--- config.mk ---
export PLATFORM = sky130hd
export DESIGN_NAME = dvm_volume_mute
export DESIGN_NICKNAME = d
export VERILOG_FILES = /design/src/verilog/dvm_pkg.sv /design/src/verilog/dvm_fifo_if.sv /design/src/verilog/dvm_fifo.sv /design/src/verilog/dvm_volume_mute.sv
export SDC_FILE = /design/constraint.sdc
export NUM_CORES = 2
export LEC_CHECK = 0
export BUFFER_PORTS_ARGS = -buffer_cell sky130_fd_sc_hd__buf_2
export CAP_MARGIN = 20
export CORE_UTILIZATION = 56
export CTS_BUF_LIST = sky130_fd_sc_hd__clkbuf_8
export CTS_CLUSTER_SIZE = 20
export DETAILED_ROUTE_END_ITERATION = 8
export PLACE_DENSITY_LB_ADDON = 0.2
export REMOVE_ABC_BUFFERS = 1
export SLEW_MARGIN = 25
export SYNTH_ARGS = -nofsm -noshare
export SYNTH_HDL_FRONTEND = slang
export SYNTH_SLANG_ARGS = --single-unit
--- constraint.sdc ---
create_clock -name clk_sys -period 5.1 [get_ports clk_sys]
set_input_delay 0 -clock clk_sys [delete_from_list [all_inputs] [get_ports clk_sys]]
set_output_delay 0 -clock clk_sys [all_outputs]
set_load 0.02 [all_outputs]
--- src/verilog/dvm_pkg.sv ---
// Constants shared by the volume and mute block and its sample FIFO.
// Assumes a single 25 MHz system clock and a 6-bit register address space.
package dvm_pkg;

  // Channel counts and widths
  localparam int NCH = 6;                   // DAC channels
  localparam int NPAIR = 3;                 // A-B channel pairs
  localparam int NGPO = 7;                  // General purpose outputs
  localparam int SAMPLE_W = 24;             // Sample width
  localparam int CH_W = 3;                  // Channel index width
  localparam int ATT_W = 10;                // Applied attenuation, 0.125 dB units
  localparam int VOL_W = 8;                 // Volume setting, 0.5 dB units
  localparam int ADDR_W = 6;                // Register address width
  localparam int DATA_W = 16;               // Register data width
  localparam int FIFO_W = SAMPLE_W + CH_W;  // FIFO word: channel and sample
  localparam int FIFO_DEPTH = 16;           // FIFO depth in words

  // Attenuation scale
  localparam logic [VOL_W-1:0] VOL_MAX = 8'hFE;   // 127 dB in 0.5 dB steps
  localparam logic [ATT_W-1:0] ATT_MAX = 10'h3F8; // 127 dB in 0.125 dB steps

  // Register offsets
  localparam logic [ADDR_W-1:0] CTRL_OFS = 6'h00;    // Power and mute pin control
  localparam logic [ADDR_W-1:0] RAMP_OFS = 6'h01;    // Ramp rate selection
  localparam logic [ADDR_W-1:0] MUTE_OFS = 6'h02;    // Channel mute bits
  localparam logic [ADDR_W-1:0] STAT_OFS = 6'h03;    // Status, read only
  localparam logic [ADDR_W-1:0] VOL_BASE = 6'h08;    // Volume, one per channel
  localparam logic [ADDR_W-1:0] ATAPI_BASE = 6'h10;  // Mixing, one per pair
  localparam logic [ADDR_W-1:0] GPO_BASE = 6'h18;    // GPO function, one per pin
  localparam logic [ADDR_W-1:0] ATT_BASE = 6'h20;    // Applied attenuation, read only

  // Control register fields
  localparam int CTRL_PDN_BIT = 0;   // Power-down bit
  localparam int CTRL_MAN_BIT = 1;   // Manual mute pin level
  localparam int CTRL_AZ_BIT = 2;    // Auto assert on all-zero data
  localparam int CTRL_CE_BIT = 3;    // Auto assert on serial clock error

  // Status register fields
  localparam int STAT_ZERO_BIT = 0;  // All channels carry zero samples
  localparam int STAT_CERR_BIT = 1;  // Serial clock error present
  localparam int STAT_PIN_BIT = 2;   // Mute pin level
  localparam int STAT_TGT_LSB = 3;   // Per-channel at-target flags

  // GPO function field
  localparam int GPO_MUTE_BIT = 3;   // 1: hardware mute output, 0: static level

  // ATAPI source codes
  localparam logic [1:0] SRC_MUTE = 2'h0;  // Silence
  localparam logic [1:0] SRC_OWN = 2'h1;   // Own channel
  localparam logic [1:0] SRC_PART = 2'h2;  // Partner channel
  localparam logic [1:0] SRC_AVG = 2'h3;   // Average of both

  // Reset values
  localparam logic [3:0] CTRL_RST = 4'h1;         // Powered down at power-up
  localparam logic [1:0] RAMP_RST = 2'h1;         // Fastest ramp; select 0 is ramp off
  localparam logic [NCH-1:0] MUTE_RST = 6'h00;    // No channel muted
  localparam logic [VOL_W-1:0] VOL_RST = 8'h00;   // 0 dB
  localparam logic [3:0] ATAPI_RST = 4'h5;        // A from A, B from B
  localparam logic [3:0] GPO_RST = 4'h0;          // Drive low

  // Ramp tick timing
  localparam int CLK_NS = 40;                      // System clock period
  localparam int RAMP1_NS = 1000;                  // Tick period, select 1
  localparam int RAMP2_NS = 8000;                  // Tick period, select 2
  localparam int RAMP3_NS = 64000;                 // Tick period, select 3
  localparam int RAMP1_CYC = (RAMP1_NS + CLK_NS - 1) / CLK_NS;
  localparam int RAMP2_CYC = (RAMP2_NS + CLK_NS - 1) / CLK_NS;
  localparam int RAMP3_CYC = (RAMP3_NS + CLK_NS - 1) / CLK_NS;
  localparam int TICK_W = 11;                      // Tick counter width

endpackage

--- src/verilog/dvm_fifo_if.sv ---
// Valid/ready carrier between the block and its sample FIFO.
// Assumes one clock shared by both ends.
`timescale 1ns/1ps
interface dvm_fifo_if #(parameter int W = 8);
  logic wvalid;          // Write side offers a word
  logic wready;          // FIFO can take a word
  logic [W-1:0] wdata;   // Word written
  logic rvalid;          // FIFO holds a word
  logic rready;          // Reader takes the head word
  logic [W-1:0] rdata;   // Head word

  modport src (output wvalid, output wdata, input wready);
  modport fifo (input wvalid, input wdata, output wready,
                output rvalid, output rdata, input rready);
  modport snk (input rvalid, input rdata, output rready);
endinterface // dvm_fifo_if

--- src/verilog/dvm_fifo.sv ---
// Synchronous FIFO with valid/ready on both sides.
// Assumes a single clock and a synchronous active-high reset.
`timescale 1ns/1ps
module dvm_fifo #(
  parameter int W = 8,      // Word width
  parameter int DEPTH = 16  // Number of words, power of two
) (
  input wire logic clk_sys,  // System clock
  input wire logic rst,      // Synchronous reset
  dvm_fifo_if.fifo f         // Write and read sides
);

  localparam int PW = $clog2(DEPTH);  // Pointer width

  logic [W-1:0] mem [DEPTH];  // Word storage
  logic [PW-1:0] wptr_r;      // Next write slot
  logic [PW-1:0] rptr_r;      // Head slot
  logic [PW:0] cnt_r;         // Words held
  logic push;                 // Word accepted
  logic pop;                  // Word removed

  // Honest flags from the occupancy count
  assign f.wready = (cnt_r != (PW+1)'(DEPTH));
  assign f.rvalid = (cnt_r != '0);
  assign f.rdata = mem[rptr_r];
  assign push = f.wvalid && f.wready;
  assign pop = f.rvalid && f.rready;

  // Storage write
  always_ff @(posedge clk_sys)
  begin
    if (push)
    begin
      mem[wptr_r] <= f.wdata;
    end
  end

  // Pointers and count
  always_ff @(posedge clk_sys)
  begin
    if (rst)
    begin
      wptr_r <= '0;
      rptr_r <= '0;
      cnt_r <= '0;
    end
    else
    begin
      if (push)
      begin
        wptr_r <= wptr_r + 1'b1;
      end
      if (pop)
      begin
        rptr_r <= rptr_r + 1'b1;
      end
      if (push && !pop)
      begin
        cnt_r <= cnt_r + 1'b1;
      end
      else if (pop && !push)
      begin
        cnt_r <= cnt_r - 1'b1;
      end
    end
  end

endmodule // dvm_fifo

--- src/verilog/dvm_volume_mute.sv ---
// Six-channel digital volume, soft mute, mute pin and GPO mute logic.
// Assumes synchronous inputs on clk_sys and a register master that never waits.
//
// Decided for this implementation: strobed register access and the register offsets.
`timescale 1ns/1ps

// Function
// - Per-channel attenuation 0 to 127 dB, 0.5 dB
// - Volume changes ramp 0.125 dB at selected rate
// - Separate mute bit for each channel
// - Muted channel goes to maximum attenuation
// - Unmuted channel returns to volume setting
// - Mute entry and exit ramp, not jump
// - Mute pin high impedance while powered down
// - Host sets mute pin level after power-up
// - Mute pin auto high on all-zero data
// - Mute pin auto high on clock error
// - GPOs configurable as per-circuit mute outputs
// - ATAPI mixing applied per A-B pair
module dvm_volume_mute (
  input wire logic clk_sys, // System clock
  input wire logic rst, // Synchronous reset
  input wire logic [dvm_pkg::ADDR_W-1:0] reg_addr, // Register address
  input wire logic [dvm_pkg::DATA_W-1:0] reg_wdata, // Register write data
  input wire logic reg_wr, // Write strobe
  input wire logic reg_rd, // Read strobe
  output logic [dvm_pkg::DATA_W-1:0] reg_rdata, // Read data, next cycle
  input wire logic in_valid, // Sample offered
  input wire logic [dvm_pkg::SAMPLE_W-1:0] in_sample, // Input sample
  input wire logic [dvm_pkg::CH_W-1:0] in_chan, // Input channel
  output logic in_ready, // FIFO has room
  output logic out_valid, // Output sample held
  input wire logic out_ready, // Sink takes sample
  output logic [dvm_pkg::SAMPLE_W-1:0] out_sample, // Mixed sample
  output logic [dvm_pkg::CH_W-1:0] out_chan, // Output channel
  output logic [dvm_pkg::ATT_W-1:0] out_atten, // Attenuation to apply
  input wire logic sp_clk_err, // Serial clock error
  output logic mute_ctrl_pin_o, // Mute pin level
  output logic mute_ctrl_pin_oe_n, // Mute pin enable, low drives
  output logic [dvm_pkg::NGPO-1:0] general_outputs // GPO pins
);

  // Control registers
  logic pdn_r; // Power-down bit
  logic man_r; // Manual pin level
  logic az_en_r; // All-zero auto enable
  logic ce_en_r; // Clock error auto enable
  logic [1:0] ramp_rate_sel_r; // Ramp rate selection
  logic [dvm_pkg::NCH-1:0] channel_mute_bit_r; // Per-channel mute
  logic [dvm_pkg::VOL_W-1:0] vol_r [dvm_pkg::NCH]; // Volume settings
  logic [3:0] atapi_r [dvm_pkg::NPAIR]; // Pair mixing codes
  logic [3:0] gpo_r [dvm_pkg::NGPO]; // GPO functions

  // Datapath state
  logic [dvm_pkg::ATT_W-1:0] att_r [dvm_pkg::NCH]; // Applied attenuation
  logic [dvm_pkg::SAMPLE_W-1:0] lat_r [dvm_pkg::NCH]; // Latest sample per channel
  logic [dvm_pkg::TICK_W-1:0] tick_cnt_r; // Ramp tick divider
  logic tick; // Ramp step strobe
  logic all_zero; // Every channel at zero
  logic [dvm_pkg::NCH-1:0] at_tgt; // Channel reached target
  logic [dvm_pkg::NCH-1:0] at_max; // Channel fully attenuated
  logic pop; // Sample taken from FIFO
  logic [dvm_pkg::CH_W-1:0] pch; // Popped channel
  logic [dvm_pkg::SAMPLE_W-1:0] psmp; // Popped sample

  dvm_fifo_if #(.W(dvm_pkg::FIFO_W)) fq ();  // Sample queue carrier

  // Tick period for a ramp rate selection
  function automatic logic [dvm_pkg::TICK_W-1:0] ramp_period(input logic [1:0] sel);
    case (sel)
      2'h1: ramp_period = dvm_pkg::TICK_W'(dvm_pkg::RAMP1_CYC);
      2'h2: ramp_period = dvm_pkg::TICK_W'(dvm_pkg::RAMP2_CYC);
      2'h3: ramp_period = dvm_pkg::TICK_W'(dvm_pkg::RAMP3_CYC);
      default: ramp_period = dvm_pkg::TICK_W'(1);
    endcase
  endfunction

  // Target attenuation of a channel in 0.125 dB units
  function automatic logic [dvm_pkg::ATT_W-1:0] target_att(input logic mute,
                                                           input logic [7:0] vol);
    logic [7:0] v;
    v = (vol > dvm_pkg::VOL_MAX) ? dvm_pkg::VOL_MAX : vol;  // Clamp to 127 dB
    if (mute)
    begin
      target_att = dvm_pkg::ATT_MAX;  // Mute forces full attenuation
    end
    else
    begin
      target_att = {v, 2'h0};  // Volume setting, four steps per 0.5 dB
    end
  endfunction

  // Pick a mixed sample from own and partner samples
  function automatic logic [dvm_pkg::SAMPLE_W-1:0] mix(input logic [1:0] src,
    input logic [dvm_pkg::SAMPLE_W-1:0] own, input logic [dvm_pkg::SAMPLE_W-1:0] part);
    logic [dvm_pkg::SAMPLE_W:0] sum;
    sum = {own[dvm_pkg::SAMPLE_W-1], own} + {part[dvm_pkg::SAMPLE_W-1], part};
    case (src)
      dvm_pkg::SRC_MUTE: mix = '0;
      dvm_pkg::SRC_OWN: mix = own;
      dvm_pkg::SRC_PART: mix = part;
      dvm_pkg::SRC_AVG: mix = sum[dvm_pkg::SAMPLE_W:1];
      default: mix = own;
    endcase
  endfunction

  // Sample queue in front of the mixer
  dvm_fifo #(.W(dvm_pkg::FIFO_W), .DEPTH(dvm_pkg::FIFO_DEPTH)) u_fifo (
    .clk_sys(clk_sys),
    .rst(rst),
    .f(fq.fifo)
  );

  assign fq.wvalid = in_valid;
  assign fq.wdata = {in_chan, in_sample};
  assign in_ready = fq.wready;
  assign pop = fq.rvalid && (!out_valid || out_ready);
  assign fq.rready = (!out_valid || out_ready);
  assign pch = fq.rdata[dvm_pkg::FIFO_W-1 -: dvm_pkg::CH_W];
  assign psmp = fq.rdata[dvm_pkg::SAMPLE_W-1:0];

  // Register writes
  always_ff @(posedge clk_sys)
  begin
    if (rst)
    begin
      {ce_en_r, az_en_r, man_r, pdn_r} <= dvm_pkg::CTRL_RST;
      ramp_rate_sel_r <= dvm_pkg::RAMP_RST;
      channel_mute_bit_r <= dvm_pkg::MUTE_RST;
      for (int i = 0; i < dvm_pkg::NCH; i++) vol_r[i] <= dvm_pkg::VOL_RST;
      for (int i = 0; i < dvm_pkg::NPAIR; i++) atapi_r[i] <= dvm_pkg::ATAPI_RST;
      for (int i = 0; i < dvm_pkg::NGPO; i++) gpo_r[i] <= dvm_pkg::GPO_RST;
    end
    else if (reg_wr)
    begin
      if (reg_addr == dvm_pkg::CTRL_OFS)
      begin
        pdn_r <= reg_wdata[dvm_pkg::CTRL_PDN_BIT];
        man_r <= reg_wdata[dvm_pkg::CTRL_MAN_BIT];
        az_en_r <= reg_wdata[dvm_pkg::CTRL_AZ_BIT];
        ce_en_r <= reg_wdata[dvm_pkg::CTRL_CE_BIT];
      end
      if (reg_addr == dvm_pkg::RAMP_OFS)
      begin
        ramp_rate_sel_r <= reg_wdata[1:0];
      end
      if (reg_addr == dvm_pkg::MUTE_OFS)
      begin
        channel_mute_bit_r <= reg_wdata[dvm_pkg::NCH-1:0];  // One bit per channel
      end
      for (int i = 0; i < dvm_pkg::NCH; i++)
      begin
        if (reg_addr == dvm_pkg::VOL_BASE + dvm_pkg::ADDR_W'(i))
        begin
          vol_r[i] <= reg_wdata[dvm_pkg::VOL_W-1:0];
        end
      end
      for (int i = 0; i < dvm_pkg::NPAIR; i++)
      begin
        if (reg_addr == dvm_pkg::ATAPI_BASE + dvm_pkg::ADDR_W'(i))
        begin
          atapi_r[i] <= reg_wdata[3:0];
        end
      end
      for (int i = 0; i < dvm_pkg::NGPO; i++)
      begin
        if (reg_addr == dvm_pkg::GPO_BASE + dvm_pkg::ADDR_W'(i))
        begin
          gpo_r[i] <= reg_wdata[3:0];
        end
      end
    end
  end

  // Register reads, data one cycle after the strobe
  always_ff @(posedge clk_sys)
  begin
    if (rst)
    begin
      reg_rdata <= '0;
    end
    else if (reg_rd)
    begin
      reg_rdata <= '0;  // Unmapped addresses read zero
      if (reg_addr == dvm_pkg::CTRL_OFS)
      begin
        reg_rdata[3:0] <= {ce_en_r, az_en_r, man_r, pdn_r};
      end
      if (reg_addr == dvm_pkg::RAMP_OFS)
      begin
        reg_rdata[1:0] <= ramp_rate_sel_r;
      end
      if (reg_addr == dvm_pkg::MUTE_OFS)
      begin
        reg_rdata[dvm_pkg::NCH-1:0] <= channel_mute_bit_r;
      end
      if (reg_addr == dvm_pkg::STAT_OFS)
      begin
        reg_rdata[dvm_pkg::STAT_ZERO_BIT] <= all_zero;
        reg_rdata[dvm_pkg::STAT_CERR_BIT] <= sp_clk_err;
        reg_rdata[dvm_pkg::STAT_PIN_BIT] <= mute_ctrl_pin_o;
        reg_rdata[dvm_pkg::STAT_TGT_LSB +: dvm_pkg::NCH] <= at_tgt;
      end
      for (int i = 0; i < dvm_pkg::NCH; i++)
      begin
        if (reg_addr == dvm_pkg::VOL_BASE + dvm_pkg::ADDR_W'(i))
        begin
          reg_rdata[dvm_pkg::VOL_W-1:0] <= vol_r[i];
        end
        if (reg_addr == dvm_pkg::ATT_BASE + dvm_pkg::ADDR_W'(i))
        begin
          reg_rdata[dvm_pkg::ATT_W-1:0] <= att_r[i];
        end
      end
      for (int i = 0; i < dvm_pkg::NPAIR; i++)
      begin
        if (reg_addr == dvm_pkg::ATAPI_BASE + dvm_pkg::ADDR_W'(i))
        begin
          reg_rdata[3:0] <= atapi_r[i];
        end
      end
      for (int i = 0; i < dvm_pkg::NGPO; i++)
      begin
        if (reg_addr == dvm_pkg::GPO_BASE + dvm_pkg::ADDR_W'(i))
        begin
          reg_rdata[3:0] <= gpo_r[i];
        end
      end
    end
  end

  // Ramp tick divider, restarts only after a tick, not on a rate change
  assign tick = (tick_cnt_r >= ramp_period(ramp_rate_sel_r) - 1'b1);
  always_ff @(posedge clk_sys)
  begin
    if (rst || tick)
    begin
      tick_cnt_r <= '0;
    end
    else
    begin
      tick_cnt_r <= tick_cnt_r + 1'b1;  // Sets the ramp rate
    end
  end

  // Per-channel target and limit flags
  always_comb
  begin
    for (int i = 0; i < dvm_pkg::NCH; i++)
    begin
      at_tgt[i] = (att_r[i] == target_att(channel_mute_bit_r[i], vol_r[i]));
      at_max[i] = (att_r[i] == dvm_pkg::ATT_MAX);
    end
  end

  // Applied attenuation: jump when ramping is off, else step per tick
  always_ff @(posedge clk_sys)
  begin
    if (rst)
    begin
      for (int i = 0; i < dvm_pkg::NCH; i++) att_r[i] <= '0;
    end
    else
    begin
      for (int i = 0; i < dvm_pkg::NCH; i++)
      begin
        if (ramp_rate_sel_r == 2'h0)
        begin
          att_r[i] <= target_att(channel_mute_bit_r[i], vol_r[i]);
        end
        else if (tick && !at_tgt[i])
        begin
          // One 0.125 dB step toward target, in and out of mute alike
          if (att_r[i] < target_att(channel_mute_bit_r[i], vol_r[i]))
          begin
            att_r[i] <= att_r[i] + 1'b1;
          end
          else
          begin
            att_r[i] <= att_r[i] - 1'b1;
          end
        end
      end
    end
  end

  // Latest sample store and zero detection
  always_ff @(posedge clk_sys)
  begin
    if (rst)
    begin
      for (int i = 0; i < dvm_pkg::NCH; i++) lat_r[i] <= '0;
    end
    else if (pop && (pch < dvm_pkg::CH_W'(dvm_pkg::NCH)))
    begin
      lat_r[pch] <= psmp;
    end
  end

  always_comb
  begin
    all_zero = 1'b1;
    for (int i = 0; i < dvm_pkg::NCH; i++)
    begin
      if (lat_r[i] != '0)
      begin
        all_zero = 1'b0;
      end
    end
  end

  // Output stage: pair mixing and attenuation tag
  always_ff @(posedge clk_sys)
  begin
    if (rst)
    begin
      out_valid <= 1'b0;
      out_sample <= '0;
      out_chan <= '0;
      out_atten <= '0;
    end
    else if (pop)
    begin
      out_valid <= 1'b1;
      out_chan <= pch;
      if (pch < dvm_pkg::CH_W'(dvm_pkg::NCH))
      begin
        // Even channel is A, odd is B; pair code halves select the source
        out_sample <= mix(pch[0] ? atapi_r[pch[2:1]][3:2] : atapi_r[pch[2:1]][1:0],
                          psmp, lat_r[pch ^ 3'h1]);
        out_atten <= att_r[pch];
      end
      else
      begin
        out_sample <= '0;  // Channel outside range is silenced
        out_atten <= dvm_pkg::ATT_MAX;
      end
    end
    else if (out_ready)
    begin
      out_valid <= 1'b0;
    end
  end

  // Mute control pin; host mutes channels first to avoid transients
  always_ff @(posedge clk_sys)
  begin
    if (rst)
    begin
      mute_ctrl_pin_o <= 1'b0;
      mute_ctrl_pin_oe_n <= 1'b1;  // Released during power-up
    end
    else
    begin
      mute_ctrl_pin_oe_n <= pdn_r;  // Released while powered down
      mute_ctrl_pin_o <= man_r  // Host-driven level
                         || (az_en_r && all_zero)
                         || (ce_en_r && sp_clk_err);
    end
  end

  // General purpose outputs: static level or per-circuit mute signal
  always_ff @(posedge clk_sys)
  begin
    if (rst)
    begin
      general_outputs <= '0;
    end
    else
    begin
      for (int i = 0; i < dvm_pkg::NGPO; i++)
      begin
        if (!gpo_r[i][dvm_pkg::GPO_MUTE_BIT])
        begin
          general_outputs[i] <= gpo_r[i][0];
        end
        else if (gpo_r[i][2:0] < dvm_pkg::CH_W'(dvm_pkg::NCH))
        begin
          general_outputs[i] <= at_max[gpo_r[i][2:0]];  // One channel muted
        end
        else
        begin
          general_outputs[i] <= &at_max;  // Every channel muted
        end
      end
    end
  end

endmodule // dvm_volume_mute
# Yosys cells after proc, flatten, opt, wreduce, memory -nomap -nowiden
# Memory sizes are Yosys's and may differ from the RTL's. A register that Yosys moved wholly into a read port is not among the register bits.
# Cells that the tools add are included.
dict set report word_totals {
  out_inout_bits 64
  regBits 93
  n_memories 6
  ram_bits 724
}
dict set report op_classes {
  n_bitwise 35
  reduce_logical 43
  n_lt_le_gt_ge 28
  muxes 288
  n_addsub 19
  n_eq_ne 44
}
# name words width rd rd_ports_with_merged_regs write_ports line
set mem_list {}
lappend mem_list {u_fifo.mem 16 27 1 1 1 dvm_fifo.sv:15} ;# logic [W-1:0] mem [DEPTH];
lappend mem_list {lat_r 6 24 7 0 6 dvm_volume_mute.sv:56} ;# logic [dvm_pkg::SAMPLE_W-1:0] lat_r [dvm_pkg::NCH];
lappend mem_list {att_r 6 10 7 0 6 dvm_volume_mute.sv:55} ;# logic [dvm_pkg::ATT_W-1:0] att_r [dvm_pkg::NCH];
lappend mem_list {vol_r 6 8 6 0 6 dvm_volume_mute.sv:50} ;# logic [dvm_pkg::VOL_W-1:0] vol_r [dvm_pkg::NCH];
lappend mem_list {gpo_r 7 4 7 0 7 dvm_volume_mute.sv:52} ;# logic [3:0] gpo_r [dvm_pkg::NGPO];
lappend mem_list {atapi_r 3 4 4 0 3 dvm_volume_mute.sv:51} ;# logic [3:0] atapi_r [dvm_pkg::NPAIR];
# cell n
set ops {}
lappend ops {{10-bit 2-to-1 mux} 63}
lappend ops {{1-bit 2-to-1 mux} 164}
lappend ops {{8-bit 2-to-1 mux} 18}
lappend ops {{24-bit nonzero test} 6}
lappend ops {{4-bit 2-to-1 mux} 25}
lappend ops {{24-bit one-hot mux with 4 select lines} 1}
lappend ops {{10-bit by 1-bit adder with 10-bit output (second input constant)} 6}
lappend ops {{10-bit equality test} 6}
lappend ops {{10-bit equality test (second input constant)} 6}
lappend ops {{6-bit by 5-bit equality test with 1-bit output (second input constant)} 10}
lappend ops {{10-bit < comparator} 6}
lappend ops {{10-bit by 1-bit subtractor with 10-bit output (second input constant)} 6}
lappend ops {{8-bit > comparator (second input constant)} 6}
lappend ops {{24-bit 2-to-1 mux} 2}
lappend ops {{6-bit by 4-bit equality test with 1-bit output (second input constant)} 6}
lappend ops {{6-bit equality test (second input constant)} 6}
lappend ops {{1-bit bitwise OR} 34}
lappend ops {{11-bit one-hot mux with 3 select lines} 1}
lappend ops {{3-bit by 4-bit < comparator with 1-bit output (second input constant)} 7}
lappend ops {{24-bit by 24-bit adder with 25-bit output} 1}
lappend ops {{3-bit < comparator (second input constant)} 8}
lappend ops {{24-bit OR reduction} 1}
lappend ops {{1-bit binary-select mux with 3-bit select} 7}
lappend ops {{1-bit logical AND} 13}
lappend ops {{other kinds (25)} 48}

# Logic depth before layout (Yosys ltp)
# An unclocked memory read counts as a cell.
dict set report depth {
  ltp_word 33
  depth_mapped 25
  mapped_depth_nobuf 20
}

# Modules after synthesis
# A second synthesis with hierarchy kept.
dict set report unflattened {
  hier_cells 3137
  area_unflattened_um2 41871.4
}
# module cells_per_inst instances area_per_inst_um2 seq_area_each_um2
set modules_own_cells {}
lappend modules_own_cells {dvm_volume_mute 2366 1 24677.4 11811.3}
lappend modules_own_cells {dvm_fifo 771 1 17194.0 13312.8}

# Worst setup path before layout
# OpenSTA, ideal clock, no wires.
dict set report synth_timing {
  kind {register to register}
  startpoint {register (tool-made name)}
  endpoint {register out_sample[15] (netlist name)}
  arrival_ns 4.719
  path_buffers 6
  setup_slack_ns 0.310
  required_time_ns 5.030
  path_stages_with_launch 25
  setup_ns 0.070
  path_cell_list {dfxtp_1 > buf_6 > buf_6 > mux4_2 > mux2i_1 > mux2i_2 > buf_4 > buf_4 > buf_4 > buf_2 > nand3_1 > o21ai_0 > o21ai_0 > ha_1 > a21o_1 > a21o_1 > a21oi_1 > o21ai_0 > a211o_1 > a21oi_1 > o21bai_1 > mux2i_1 > a2111oi_0 > o21ai_1 > a21oi_1}
}
# element line
set synth_lines {}
lappend synth_lines {{end signal: assignment} dvm_volume_mute.sv:329} ;# out_sample <= mix(pch[0] ? atapi_r[pch[2:1]][3:2] : atapi_r[pch[2:1]][1:0],
lappend synth_lines {{end: declaration} dvm_volume_mute.sv:34} ;# output logic [dvm_pkg::SAMPLE_W-1:0] out_sample,

==> flow_summary.ini <==
[run_status]
status = complete, no violations

[pwr]
cell_internal_pwr_w = 0.0157
p_switching_w = 0.00981
peakVddDrop_uv = 361
power_frac_comb = 0.415
power_frac_seq = 0.354
pwr-share-clk = 0.231
power.leakage_nw = 17.3
finalPower_w = 0.0255
switching_share = 0.385
p_per_area_nw_per_um2 = 533

[detailed_routing]
vias_per_cell = 6.37
wl_mm = 126
drc = 0
ant_nets = 0
drt-initial-drc-count = 3625
first_pass_iters = 8
wl_per_cell_um = 26.2
via_count = 30700

[critical_path]
cp.required_ns = 5.78
worstPathArrival_ns = 5.61
cp.depth = 25
critPathLaunchType = flip-flop
worstSetupEndpointType = flip-flop
path_delay_family = compound AO/OA/AOI/OAI gates
rrSetupSlack_ns = 0.18
critPathMaxFanout = 16
rr_endpoint = out_sample[23]
endpoint = out_sample[23]
cpMaxStageDelayCell = mux2i_4
reg2reg_depth = 25
critPathKind = flip-flop to flip-flop
critPathMaxStageDelay_ns = 0.61
crit_buf_inv = 6
crit_top_cell = buf_4

[min_path]
min_from = reg_addr[1]
min_path_type = primary input to flip-flop

[timing]
fin_worst_skew_ns = 0.0616
max_slew_margin = 0.263
setup-violations-final = 0
fin_ws_ns = 0.178
tightest_slew_ns = 1.10
rsz0062_at_grt = yes
fin_crit_ns = 4.92
maxSlewViolCount = 0
hold_viol = 0
period_share = 0.965
max_freq_ghz = 0.203
holdWs_ns = 0.0717

[logic_synthesis]
synth.largest_area_cell = edfxtp_1
ys_seq_elements = 869
synthSimpleGateAreaFrac = 0.138
yosysTopAreaCellShare = 0.554
synth_edf_count = 772
synthMuxAreaShare = 0.0853
synth_compound_area_frac = 0.0897
synth.distinct_cells = 89
async_flop_share = 0
synth.cell_area_um2 = 41900
synth_area_leaders = edfxtp_1, mux4_2, dfxtp_1
syn_area_per_cell_um2 = 12.2
ys_warn_count = 0
synth_ff_type = edfxtp_1
synthXorXnorAreaFrac = 0.0199
synth_fa_ha_area_frac = 0.0362
synth_top_family_by_area = simple AND/OR/NAND/NOR gates
synth-seq-area-share = 0.600
syn_inst = 3425

[clock_network]
clk_latency_ns = 0.85
clk_pin_slew_ns = 0.06
cts_buffers = 145
clock-root-buffer = clkbuf_8
cts_tree = built
clock-sinks = 869
htreeDepth = 4
clock_path_buffers = 3

[global_routing]
grt_pass1_vias = 29900
globalRouteTotalUtil = 0.336
grt_max_degree = 72
use_met3 = 0.0732
grt_first_pass_wirelength_mm = 186
met1_usage = 0.465
globalRouteOverflowTotal = 0
grt_util_met2 = 0.523
antenna_found_initial = 6
grt_busiest_layer = met2

[place]
dp_hpwl_mm = 88.5
placed_cells = 4485
numPortBuffers = 105
pre_cts_ws_ns = 0.0459
gp_congestion = 0.994

[floorplan]
die_h_um = 275
initial_utilization = 0.570
die_x_um = 275
io_pins = 120
die-area_um2 = 75800
std_cell_rows = 99
fp.coreArea_um2 = 73500

[final_layout]
area_delta_synth_final_pct = 14.3
final_util = 0.651
nets = 3914
finalNonFillerCells = 4818
layout-drive-gt1-share = 0.178

[flow_run]
max_cap_violations = 0
==> synthesized netlist by cell type (14+ instances only) <==
cell type / n
a211oi_1: 25
nor2b_1: 24
xnor2_1: 49
mux4_2: 138
buf_1: 19
and3_1: 55
buf_2: 47
o21a_1: 15
nor3_1: 29
a22oi_1: 32
o22ai_1: 49
nor2_1: 459
o21ai_1: 20
a21oi_1: 133
a31oi_1: 28
nand3_1: 154
clkbuf_1: 139
nand2_1: 395
nor4_1: 51
ha_1: 118
nand2b_1: 22
nand4_1: 43
mux2i_1: 29
buf_4: 16
a21o_1: 21
xor2_1: 46
inv_1: 73
o21ai_0: 109
dfxtp_1: 97
edfxtp_1: 772
a22o_1: 14
==> final cells by class <==
class	instances	area [µm²]
antenna	4	10.0
clock buffer	156	2150
clock inverter	108	609
fill	5526	25600
inverter	76	285
multi-input combinational	2309	15900
sequential	869	25100
tap	959	1200
timing repair buffer	337	2570
==> metrics by stage <==
stage / TNS (ns) / area, µm²
finish: 0 / 47800
global placement: 0 / 44300
detailed placement: 0 / 44400
CTS: 0 / 47700
floorplan: -1851.03 / 41100
global route: -0.0115 / 47800
==> power groups by stage <==
stage	Combinational (W)	Clock, W	Sequential (W)
final	0.0106	0.00590	0.00902
after global routing	0.0113	0.00626	0.00906
after CTS	0.0103	0.00596	0.00901
after detailed placement	0.0102	0	0.00915
after global placement	0.0100	0	0.00913
after floorplan	0.00602	0	0.00925
==> per-layer routing <==
layer / up-vias / wire length (µm)
li1: 13500 / -
met1: 15200 / 50100
met2: 1774 / 58600
met3: 277 / 13500
met4: 2 / 4090
met5: - / 20
==> logic make-up (layout without fill, tap and decap cells) <==
logic type | Yosys count | after routing
compound gates | 565 | 565
other cells | 2 | 59
simple gates | 1293 | 1293
flops | 869 | 869
xor+xnor | 95 | 95
fa+ha+maj | 120 | 120
buf+inv | 300 | 677
mux | 181 | 181
==> how the worst min path moves through the flow <==
stage	to	cells past startpoint
3_5_place_dp	u_fifo.cnt_r[4]	2
6_report	reg_rdata[1]	5
5_1_grt	mute_ctrl_pin_o	4
3_3_place_gp	u_fifo.cnt_r[4]	2
2_1_floorplan	channel_mute_bit_r[0]	1
4_1_cts	reg_rdata[1]	5
==> worst min-delay path: cells and delay by family <==
| kind | cells | cell delay, ns |
|---|---|---|
| buffers and inverters | 1 | 0.36 |
| AO/OA/AOI/OAI | 2 | 0.29 |
| AND/OR/NAND/NOR | 2 | 0.16 |
==> flip-flops by register name, indices dropped and copies added, names as in the netlist, 6 cells and up, named ones only <==
name and cells:
atapi_r 12, att_r 60, channel_mute_bit_r 6, general_outputs 7, gpo_r 28, lat_r 192, out_atten 10, out_sample 24
reg_rdata 10, tick_cnt_r 11, u_fifo.mem 432, vol_r 48
==> layout by cell type (no fill, tap or decap), drive strengths merged, types with 46 or more instances in the layout <==
cell type    instances
nor2               460
a21oi              134
ha                 118
inv                134
dlygate4sd3         56
dfxtp               97
xor2                46
clkinv              46
o21ai              130
nor4                51
conb                55
edfxtp             772
o22ai               50
and3                55
nand2              395
xnor2               49
nand3              154
mux4               138
buf                281
clkbuf             156
==> what timing repair did <==
item,CTS,global route
hold buffers,56,0
resized for setup,0,21
endpoints found under the hold margin,579,0
setup buffers,0,9
setup endpoints to repair,0,16
Power figures use the tool's default switching activity.
